===== config.mk =====
export PLATFORM = sky130hd
export DESIGN_NAME = switch_reset_mode_control
export DESIGN_NICKNAME = d
export VERILOG_FILES = /design/src/inc/swrst_pkg.sv /design/src/inc/mode_if.sv /design/src/rtl/mode_decoder.sv /design/src/rtl/switch_reset_mode_control.sv
export SDC_FILE = /design/constraint.sdc
export NUM_CORES = 1
export LEC_CHECK = 0
export ABC_AREA = 1
export BUFFER_PORTS_ARGS = -buffer_cell sky130_fd_sc_hd__buf_2
export CAP_MARGIN = 20
export CORE_AREA = 2 2 83 85
export DETAILED_ROUTE_END_ITERATION = 10
export DIE_AREA = 0 0 85 87
export GPL_ROUTABILITY_DRIVEN = 1
export PLACE_DENSITY = 0.9
export RECOVER_POWER = 50
export SLEW_MARGIN = 20
export SYNTH_ARGS = -nofsm -noshare
export SYNTH_HDL_FRONTEND = slang
export SYNTH_SLANG_ARGS = --single-unit

===== constraint.sdc =====
create_clock -name clock -period 2.3 [get_ports clock]
set_input_delay 0.69 -clock clock [delete_from_list [all_inputs] [get_ports clock]]
set_output_delay 0.69 -clock clock [all_outputs]
set_load 0.03 [all_outputs]

===== src/inc/swrst_pkg.sv =====
// Constants, types and register map of the switch reset and mode block.
// Assumes a 250 MHz system clock and AXI4-Lite register access.
package swrst_pkg;

   // ==================================================
   // Register map, byte addresses
   localparam logic [7:0] SWITCH_CONTROL_REGISTER_OFFSET  = 8'h00;
   localparam logic [7:0] STATUS_OFFSET = 8'h04;
   localparam logic [7:0] MODE_OFFSET   = 8'h08;

   // ==================================================
   // Field positions
   localparam int HALT_BIT        = 0;
   localparam int ST_STATE_LSB    = 0;
   localparam int ST_CODE_LSB     = 4;
   localparam int ST_VALID_BIT    = 8;
   localparam int ST_RESERVED_BIT = 9;
   localparam int ST_PART_LSB     = 16;

   // ==================================================
   // Reset values and bus answers
   localparam logic       HALT_RESET = 1'b0;
   localparam logic [3:0] CODE_RESET = 4'h0;
   localparam logic [1:0] RESP_OKAY   = 2'b00;
   localparam logic [1:0] RESP_SLVERR = 2'b10;

   // ==================================================
   // Mode codes
   localparam logic [3:0] CODE_SP        = 4'h0;
   localparam logic [3:0] CODE_SP_EE     = 4'h1;
   localparam logic [3:0] CODE_SP_JUMP0  = 4'h2;
   localparam logic [3:0] CODE_SP_JUMP1  = 4'h3;
   localparam logic [3:0] CODE_SP_RL     = 4'h8;
   localparam logic [3:0] CODE_SP_RL_EE  = 4'h9;
   localparam logic [3:0] CODE_MP_UA     = 4'hA;
   localparam logic [3:0] CODE_MP_UA_I2C = 4'hB;
   localparam logic [3:0] CODE_MP_UA_EE  = 4'hC;
   localparam logic [3:0] CODE_MP_DIS    = 4'hD;
   localparam logic [3:0] CODE_MP_DIS_EE = 4'hF;

   // Decoded operating mode; the first field is the top bit
   typedef struct packed {
      logic reserved;
      logic disabled_ports;
      logic i2c_reset;
      logic unattached;
      logic reduced_latency;
      logic jump1;
      logic jump0;
      logic eeprom_init;
      logic multi_partition;
   } mode_t;

   localparam mode_t MODE_RESET = '0;

   typedef enum logic [1:0] {
      ST_RESET,
      ST_HALT,
      ST_RUN
   } rst_state_t;

endpackage : swrst_pkg


===== src/inc/mode_if.sv =====
// Carrier between the reset sequencer and the mode decoder.
// Assumes both ends share the system clock.
`timescale 1ns/10ps
interface mode_if;
   logic                 sample;
   logic                 clear;
   logic [3:0]           code;
   logic [3:0]           code_held;
   logic                 valid;
   swrst_pkg::mode_t     mode;

   modport seq (output sample, output clear, output code,
                input code_held, input valid, input mode);
   modport dec (input sample, input clear, input code,
                output code_held, output valid, output mode);
endinterface : mode_if


===== src/rtl/mode_decoder.sv =====
// Mode-select decoder with hold register.
// Assumes code is already synchronised and sample is a one-cycle pulse.
`timescale 1ns/10ps
module mode_decoder (
   // Clock and reset
   input  wire logic clock,
   input  wire logic nrst,
   input  wire logic ce,
   // Sequencer side
   mode_if.dec       mif
);

   // ==================================================
   // Decode function
   function automatic swrst_pkg::mode_t decode(input logic [3:0] c);
      swrst_pkg::mode_t m;
      m = swrst_pkg::MODE_RESET;
      unique case (c)
         swrst_pkg::CODE_SP: ;
         swrst_pkg::CODE_SP_EE: m.eeprom_init = 1'b1;
         swrst_pkg::CODE_SP_JUMP0: m.jump0 = 1'b1;
         swrst_pkg::CODE_SP_JUMP1: m.jump1 = 1'b1;
         swrst_pkg::CODE_SP_RL: m.reduced_latency = 1'b1;
         swrst_pkg::CODE_SP_RL_EE: begin
            m.reduced_latency = 1'b1;
            m.eeprom_init     = 1'b1;
         end
         swrst_pkg::CODE_MP_UA: begin
            m.multi_partition = 1'b1;
            m.unattached      = 1'b1;
         end
         swrst_pkg::CODE_MP_UA_I2C: begin
            m.multi_partition = 1'b1;
            m.unattached      = 1'b1;
            m.i2c_reset       = 1'b1;
         end
         swrst_pkg::CODE_MP_UA_EE: begin
            m.multi_partition = 1'b1;
            m.unattached      = 1'b1;
            m.i2c_reset       = 1'b1;
            m.eeprom_init     = 1'b1;
         end
         swrst_pkg::CODE_MP_DIS: begin
            m.multi_partition = 1'b1;
            m.disabled_ports  = 1'b1;
         end
         swrst_pkg::CODE_MP_DIS_EE: begin
            m.multi_partition = 1'b1;
            m.disabled_ports  = 1'b1;
            m.eeprom_init     = 1'b1;
         end
         // 0x4-0x7 and 0xE flagged so software can see a bad strap
         default: m.reserved = 1'b1;
      endcase
      return m;
   endfunction : decode

   swrst_pkg::mode_t mode_ff,  nxt_mode;
   logic [3:0]       code_ff,  nxt_code;
   logic             valid_ff, nxt_valid;

   // ==================================================
   // Capture at release, hold until next reset
   always_comb begin
      nxt_mode  = mode_ff;
      nxt_code  = code_ff;
      nxt_valid = valid_ff;
      if (mif.clear) begin
         nxt_mode  = swrst_pkg::MODE_RESET;
         nxt_code  = swrst_pkg::CODE_RESET;
         nxt_valid = 1'b0;
      end else if (mif.sample) begin
         nxt_mode  = decode(mif.code);
         nxt_code  = mif.code;
         nxt_valid = 1'b1;
      end
   end

   always_ff @(posedge clock or negedge nrst) begin
      if (!nrst) begin
         mode_ff  <= swrst_pkg::MODE_RESET;
         code_ff  <= swrst_pkg::CODE_RESET;
         valid_ff <= 1'b0;
      end else if (ce) begin
         mode_ff  <= nxt_mode;
         code_ff  <= nxt_code;
         valid_ff <= nxt_valid;
      end
   end

   assign mif.mode      = mode_ff;
   assign mif.code_held = code_ff;
   assign mif.valid     = valid_ff;

endmodule : mode_decoder


===== src/rtl/switch_reset_mode_control.sv =====
// Fundamental reset sequencer with reset-halt and switch mode capture.
// Assumes pins are asynchronous to clock; registers reached by AXI4-Lite.
//
// Chosen here: the AXI4-Lite register port and the placing of the registers.
`timescale 1ns/10ps
module switch_reset_mode_control #(
   parameter int NUM_PART = 4
) (
   // Clock, reset, enable
   input  wire logic                clock,
   input  wire logic                nrst,
   input  wire logic                ce,
   // Board pins
   input  wire logic                fundamental_reset_n,
   input  wire logic                reset_halt_request,
   input  wire logic [3:0]          switch_mode_select,
   input  wire logic [NUM_PART-1:0] partition_reset_n,
   // Core controls
   output logic                     core_reset_n,
   output logic                     smbus_enable,
   output logic [NUM_PART-1:0]      partition_core_reset_n,
   output swrst_pkg::mode_t         switch_mode,
   output logic                     switch_mode_valid,
   // AXI4-Lite write
   input  wire logic [7:0]          s_axi_awaddr,
   input  wire logic                s_axi_awvalid,
   output logic                     s_axi_awready,
   input  wire logic [31:0]         s_axi_wdata,
   input  wire logic [3:0]          s_axi_wstrb,
   input  wire logic                s_axi_wvalid,
   output logic                     s_axi_wready,
   output logic [1:0]               s_axi_bresp,
   output logic                     s_axi_bvalid,
   input  wire logic                s_axi_bready,
   // AXI4-Lite read
   input  wire logic [7:0]          s_axi_araddr,
   input  wire logic                s_axi_arvalid,
   output logic                     s_axi_arready,
   output logic [31:0]              s_axi_rdata,
   output logic [1:0]               s_axi_rresp,
   output logic                     s_axi_rvalid,
   input  wire logic                s_axi_rready
);

   localparam int SW = 6 + NUM_PART;

   mode_if mif ();

   mode_decoder u_dec (
      .clock (clock),
      .nrst  (nrst),
      .ce    (ce),
      .mif   (mif)
   );

   // ==================================================
   // Pin synchronisers
   // Stage one is read only by stage two
   logic [SW-1:0] sync1_ff, sync2_ff;
   logic [SW-1:0] nxt_sync1;
   logic          frst_n_s, halt_req_s;
   logic [3:0]    mode_sel_s;
   logic [NUM_PART-1:0] part_n_s;

   always_comb begin
      nxt_sync1 = {partition_reset_n, switch_mode_select,
                   reset_halt_request, fundamental_reset_n};
   end

   // Reset value treats the part as held in fundamental reset
   always_ff @(posedge clock or negedge nrst) begin
      if (!nrst) begin
         sync1_ff <= '0;
         sync2_ff <= '0;
      end else if (ce) begin
         sync1_ff <= nxt_sync1;
         sync2_ff <= sync1_ff;
      end
   end

   assign frst_n_s   = sync2_ff[0];
   assign halt_req_s = sync2_ff[1];
   assign mode_sel_s = sync2_ff[5:2];
   assign part_n_s   = sync2_ff[SW-1:6];

   // ==================================================
   // Sequencer state and halt bit
   swrst_pkg::rst_state_t state_ff, nxt_state;
   logic                  halt_ff,  nxt_halt;
   logic                  run_ff,   nxt_run;
   logic                  smb_ff,   nxt_smb;
   logic [NUM_PART-1:0]   part_ff,  nxt_part;
   logic                  sw_clear_halt;

   always_comb begin
      nxt_state   = state_ff;
      nxt_halt    = halt_ff;
      mif.sample  = 1'b0;
      mif.clear   = 1'b0;
      mif.code    = mode_sel_s;
      if (!frst_n_s) begin
         nxt_state = swrst_pkg::ST_RESET;
         nxt_halt  = swrst_pkg::HALT_RESET;
         mif.clear = 1'b1;
      end else begin
         // Software clear first, so a hardware set below wins
         if (sw_clear_halt)
            nxt_halt = 1'b0;
         unique case (state_ff)
            swrst_pkg::ST_RESET: begin
               mif.sample = 1'b1;
               if (halt_req_s) begin
                  nxt_state = swrst_pkg::ST_HALT;
                  nxt_halt  = 1'b1;
               end else begin
                  nxt_state = swrst_pkg::ST_RUN;
               end
            end
            swrst_pkg::ST_HALT: begin
               if (!halt_ff)
                  nxt_state = swrst_pkg::ST_RUN;
            end
            swrst_pkg::ST_RUN: ;
            default: nxt_state = swrst_pkg::ST_RESET;
         endcase
      end
      // Registered outputs follow the next state
      nxt_run  = (nxt_state == swrst_pkg::ST_RUN);
      nxt_smb  = (nxt_state != swrst_pkg::ST_RESET);
      nxt_part = {NUM_PART{nxt_run}} & part_n_s;
   end

   always_ff @(posedge clock or negedge nrst) begin
      if (!nrst) begin
         state_ff <= swrst_pkg::ST_RESET;
         halt_ff  <= swrst_pkg::HALT_RESET;
         run_ff   <= 1'b0;
         smb_ff   <= 1'b0;
         part_ff  <= '0;
      end else if (ce) begin
         state_ff <= nxt_state;
         halt_ff  <= nxt_halt;
         run_ff   <= nxt_run;
         smb_ff   <= nxt_smb;
         part_ff  <= nxt_part;
      end
   end

   assign core_reset_n           = run_ff;
   assign smbus_enable           = smb_ff;
   assign partition_core_reset_n = part_ff;
   assign switch_mode            = mif.mode;
   assign switch_mode_valid      = mif.valid;

   // ==================================================
   // AXI4-Lite write channel
   // Address and data held separately, so either may come first
   logic        aw_ff, nxt_aw;
   logic        w_ff,  nxt_w;
   logic [7:0]  awa_ff, nxt_awa;
   logic [31:0] wd_ff, nxt_wd;
   logic [3:0]  ws_ff, nxt_ws;
   logic        bv_ff, nxt_bv;
   logic [1:0]  br_ff, nxt_br;
   logic        do_write;

   assign s_axi_awready = !aw_ff && !bv_ff;
   assign s_axi_wready  = !w_ff && !bv_ff;
   assign do_write      = aw_ff && w_ff && !bv_ff;
   // Writing zero into the halt field clears it; writing one does nothing
   assign sw_clear_halt = do_write && awa_ff == swrst_pkg::SWITCH_CONTROL_REGISTER_OFFSET
                          && ws_ff[0] && !wd_ff[swrst_pkg::HALT_BIT];

   always_comb begin
      nxt_aw  = aw_ff;
      nxt_w   = w_ff;
      nxt_awa = awa_ff;
      nxt_wd  = wd_ff;
      nxt_ws  = ws_ff;
      nxt_bv  = bv_ff;
      nxt_br  = br_ff;
      if (s_axi_awvalid && s_axi_awready) begin
         nxt_aw  = 1'b1;
         nxt_awa = s_axi_awaddr;
      end
      if (s_axi_wvalid && s_axi_wready) begin
         nxt_w  = 1'b1;
         nxt_wd = s_axi_wdata;
         nxt_ws = s_axi_wstrb;
      end
      if (do_write) begin
         nxt_aw = 1'b0;
         nxt_w  = 1'b0;
         nxt_bv = 1'b1;
         nxt_br = is_mapped(awa_ff) ? swrst_pkg::RESP_OKAY
                                    : swrst_pkg::RESP_SLVERR;
      end else if (bv_ff && s_axi_bready) begin
         nxt_bv = 1'b0;
      end
   end

   always_ff @(posedge clock or negedge nrst) begin
      if (!nrst) begin
         aw_ff  <= 1'b0;
         w_ff   <= 1'b0;
         awa_ff <= '0;
         wd_ff  <= '0;
         ws_ff  <= '0;
         bv_ff  <= 1'b0;
         br_ff  <= swrst_pkg::RESP_OKAY;
      end else if (ce) begin
         aw_ff  <= nxt_aw;
         w_ff   <= nxt_w;
         awa_ff <= nxt_awa;
         wd_ff  <= nxt_wd;
         ws_ff  <= nxt_ws;
         bv_ff  <= nxt_bv;
         br_ff  <= nxt_br;
      end
   end

   assign s_axi_bvalid = bv_ff;
   assign s_axi_bresp  = br_ff;

   // ==================================================
   // Address decode for the write response; reads decode in their own case
   function automatic logic is_mapped(input logic [7:0] a);
      return a == swrst_pkg::SWITCH_CONTROL_REGISTER_OFFSET || a == swrst_pkg::STATUS_OFFSET
             || a == swrst_pkg::MODE_OFFSET;
   endfunction : is_mapped

   // ==================================================
   // AXI4-Lite read channel
   logic        rv_ff, nxt_rv;
   logic [31:0] rd_ff, nxt_rd;
   logic [1:0]  rr_ff, nxt_rr;
   logic [31:0] status_word;

   assign s_axi_arready = !rv_ff;

   always_comb begin
      status_word = '0;
      status_word[swrst_pkg::ST_STATE_LSB +: 2] = state_ff;
      status_word[swrst_pkg::ST_CODE_LSB +: 4]  = mif.code_held;
      status_word[swrst_pkg::ST_VALID_BIT]      = mif.valid;
      status_word[swrst_pkg::ST_RESERVED_BIT]   = mif.mode.reserved;
      status_word[swrst_pkg::ST_PART_LSB +: NUM_PART] = part_n_s;
   end

   always_comb begin
      nxt_rv = rv_ff;
      nxt_rd = rd_ff;
      nxt_rr = rr_ff;
      if (s_axi_arvalid && s_axi_arready) begin
         nxt_rv = 1'b1;
         nxt_rr = swrst_pkg::RESP_OKAY;
         nxt_rd = '0;
         unique case (s_axi_araddr)
            swrst_pkg::SWITCH_CONTROL_REGISTER_OFFSET:
               nxt_rd[swrst_pkg::HALT_BIT] = halt_ff;
            swrst_pkg::STATUS_OFFSET: nxt_rd = status_word;
            swrst_pkg::MODE_OFFSET:
               nxt_rd[$bits(swrst_pkg::mode_t)-1:0] = mif.mode;
            default: nxt_rr = swrst_pkg::RESP_SLVERR;
         endcase
      end else if (rv_ff && s_axi_rready) begin
         nxt_rv = 1'b0;
      end
   end

   always_ff @(posedge clock or negedge nrst) begin
      if (!nrst) begin
         rv_ff <= 1'b0;
         rd_ff <= '0;
         rr_ff <= swrst_pkg::RESP_OKAY;
      end else if (ce) begin
         rv_ff <= nxt_rv;
         rd_ff <= nxt_rd;
         rr_ff <= nxt_rr;
      end
   end

   assign s_axi_rvalid = rv_ff;
   assign s_axi_rdata  = rd_ff;
   assign s_axi_rresp  = rr_ff;

endmodule : switch_reset_mode_control


==> flow_metrics.env <==
export IMPL_max_freq_mhz=536
export IMPL_vias=2697
export IMPL_ir_worst_vdd_uv=437
export IMPL_fp_dieH_um=87
export IMPL_cts_tree="built"
export IMPL_yosysTopAreaCell="dfrtp_1"
export IMPL_worst_r2r_cell_count=5
export IMPL_yosysSeqAreaShare_pct=54.4
export IMPL_synth_cells=388
export IMPL_yosys_top_cells_area="dfrtp_1, nand2_1, o21ai_0, nand3_1, buf_4"
export IMPL_grt_setup_unrepaired="false"
export IMPL_postCtsHoldBufs=0
export IMPL_r2r_start="s_axi_bvalid"
export IMPL_power_density_mw_per_mm2=841
export IMPL_final_max_slew_viol_count=0
export IMPL_yosys_warnings=0
export IMPL_diodes=0
export IMPL_wire_per_inst_um=12.5
export IMPL_chipWidth_um=85
export IMPL_io_pins=127
export IMPL_path_class="input port to flip-flop"
export IMPL_max_cap_viol_count=0
export IMPL_period_share_pct=81.1
export IMPL_critical_path_required_ps=2530
export IMPL_first_pass_iters=4
export IMPL_post_cts_setup_buffers=0
export IMPL_crit_arrival_ps=2090
export IMPL_worst_r2r_setup_slack_ps=590
export IMPL_drive_gt1_share_pct=23.8
export IMPL_numCtsBuffers=9
export IMPL_hold_path_class="input port to asynchronous set/reset pin"
export IMPL_first_iter_violations=203
export IMPL_fin_ws_ps=435
export IMPL_pwr_share_clk_pct=27.0
export IMPL_max_slew_margin_pct=51.9
export IMPL_p_leak_nw=2.15
export IMPL_crit_fanout=19
export IMPL_status="completed"
export IMPL_grt_max_degree=74
export IMPL_power_share_sequential_pct=50.0
export IMPL_insertion_delay_ps=350
export IMPL_clk_path_buf_depth=2
export IMPL_first_global_vias=2551
export IMPL_via_per_inst=4.94
export IMPL_layout_min_cycle_time_ps=1860
export IMPL_start_util_pct=51.1
export IMPL_crit_path_start_kind="input port"
export IMPL_fin_total_pwr_w=0.00322
export IMPL_cts_resized=0
export IMPL_core_area_mm2=0.00657
export IMPL_hold_viol_final=0
export IMPL_skew_ps=13.3
export IMPL_area_growth_pct=14.2
export IMPL_p_comb_share_pct=23.0
export IMPL_final_setup_tns_ps=0
export IMPL_yosysUniqueCellTypes=28
export IMPL_drtAntennaViolNets=0
export IMPL_cts_root_buf="clkbuf_8"
export IMPL_grt_overflow=0
export IMPL_critPathLaunch="ce"
export IMPL_cts_htree_levels=3
export IMPL_std_cell_rows=30
export IMPL_place_detailed_hpwl_um=4920
export IMPL_dpl_worst_slack_ps=373
export IMPL_worst_slew_pin_slew_ps=721
export IMPL_gp_congestion=0.862
export IMPL_antenna_found_initial=0
export IMPL_synth_seq_cells=73
export IMPL_routed_wl_um=6840
export IMPL_postSynthAreaPerCell_um2=8.65
export IMPL_fin_nets=531
export IMPL_port_buffers=72
export IMPL_worstReg2RegEnd="aw_ff"
export IMPL_synth_top_area_share_pct=54.4
export IMPL_endpoint_kind="flip-flop"
export IMPL_switchingPower_w=0.00114
export IMPL_syn_area_mm2=0.00336
export IMPL_dieArea_mm2=0.00740
export IMPL_clk_pin_slew_ps=80
export IMPL_drc_errors=0
export IMPL_grt_usage_pct=19.6
export IMPL_finalSetupViolations=0
export IMPL_switching_share_pct=35.3
export IMPL_cts_sinks=73
export IMPL_grt_pass1_wl_um=11700
export IMPL_power_internal_w=0.00208
worst max-delay path, stage by stage:
cell,delay [ps]
buf_2,230
nand3_1,290
clkinvlp_2,510
o21ai_0,300
inv_1,60
power groups by stage:
stage | Sequential [W] | Combinational [W] | Clock [W]
after floorplan | 0.00170 | 0.000500 | 0
after global placement | 0.00163 | 0.000734 | 0
after detailed placement | 0.00164 | 0.000760 | 0
after CTS | 0.00161 | 0.000764 | 0.000881
after global routing | 0.00164 | 0.000832 | 0.000934
final | 0.00161 | 0.000740 | 0.000871
cells by family after synthesis:
logic type             synth area share, %
AND/OR/NAND/NOR                       26.3
AO/OA/AOI/OAI                         8.42
flip-flops                            54.4
other                                0.112
buffers and inverters                 10.7
through the flow:
step / util [%] / std cells / cell area [µm²] / hold WS [ps]
3_5_place_dp: 56.1 / 530 / 3690 / 462
6_report: 58.4 / 546 / 3830 / 395
5_1_grt: 58.4 / 546 / 3830 / 465
2_1_floorplan: - / 407 / 3430 / 394
4_1_cts: 58.7 / 546 / 3860 / 373
3_3_place_gp: 56.1 / 530 / 3690 / 458
layout by cell type (no fill, tap or decap):
master	n
nand2_1	130
dfrtp_1	73
buf_2	71
o21ai_0	39
nand3_1	33
inv_1	29
nor2_1	21
conb_1	20
nand2_2	11
clkbuf_8	9
clkinv_2	5
clkinvlp_4	3
o21ai_1	2
a211oi_1	2
clkbuf_1	2
nor2_4	1
o21a_1	1
nand3_2	1
clkinvlp_2	1
o21ai_2	1
nor2_2	1
nand3_4	1
a22o_1	1
nor3_4	1
o211ai_2	1
nand4_1	1
o22ai_2	1
o2bb2ai_1	1
inv_6	1
buf_12	1
buf_4	1
registers in the layout (all words and copies together) (netlist names), 2 cells and up:
| name | flops |
|---|---|
| u_dec.mif.code_held | 4 |
| u_dec.mif.mode | 9 |
| state_ff | 2 |
| sync2_ff | 10 |
| s_axi_rdata | 14 |
| awa_ff | 8 |
| sync1_ff | 10 |
| partition_core_reset_n | 4 |
worst max path at each step:
| stage | to | slack (ps) |
|---|---|---|
| after detailed placement | u_dec.mif.mode[1] | 370 |
| after CTS | s_axi_wready | 460 |
| after global routing | aw_ff | 310 |
| after floorplan | s_axi_wready | 590 |
| final | aw_ff | 440 |
| after global placement | u_dec.mif.mode[1] | 380 |
final cells by class:
type                            count  area, µm²
Timing Repair Buffer               75        390
Multi-Input combinational cell    270       1220
Clock inverter                      7       46.3
Fill cell                         575       2740
Sequential cell                    73       1830
Tap cell                           80        100
Clock buffer                        9        124
Inverter                           32        124
cell usage after synthesis:
master / number
a211oi_1: 2
a22o_1: 1
buf_12: 1
buf_2: 5
buf_4: 21
buf_6: 2
clkbuf_1: 3
clkinv_2: 3
conb_1: 1
dfrtp_1: 73
inv_1: 29
nand2_1: 130
nand2_2: 11
nand3_1: 32
nand3_2: 1
nand3_4: 2
nand4_1: 1
nor2_1: 20
nor2_2: 2
nor2_4: 1
nor3_4: 1
o211ai_2: 1
o21a_1: 1
o21ai_0: 37
o21ai_1: 3
o21ai_2: 2
o22ai_2: 1
o2bb2ai_1: 1
routing by layer:
metal | GRT usage (%) | vias up | part of all wire [%]
met4 | 8.80 | 0 | 2.7
li1 | - | 1339 | -
met3 | 4.45 | 16 | 5.8
met2 | 30.0 | 90 | 47
met1 | 26.9 | 1252 | 45
met5 | 0 | - | 0
(Power assumes the default switching activity.)
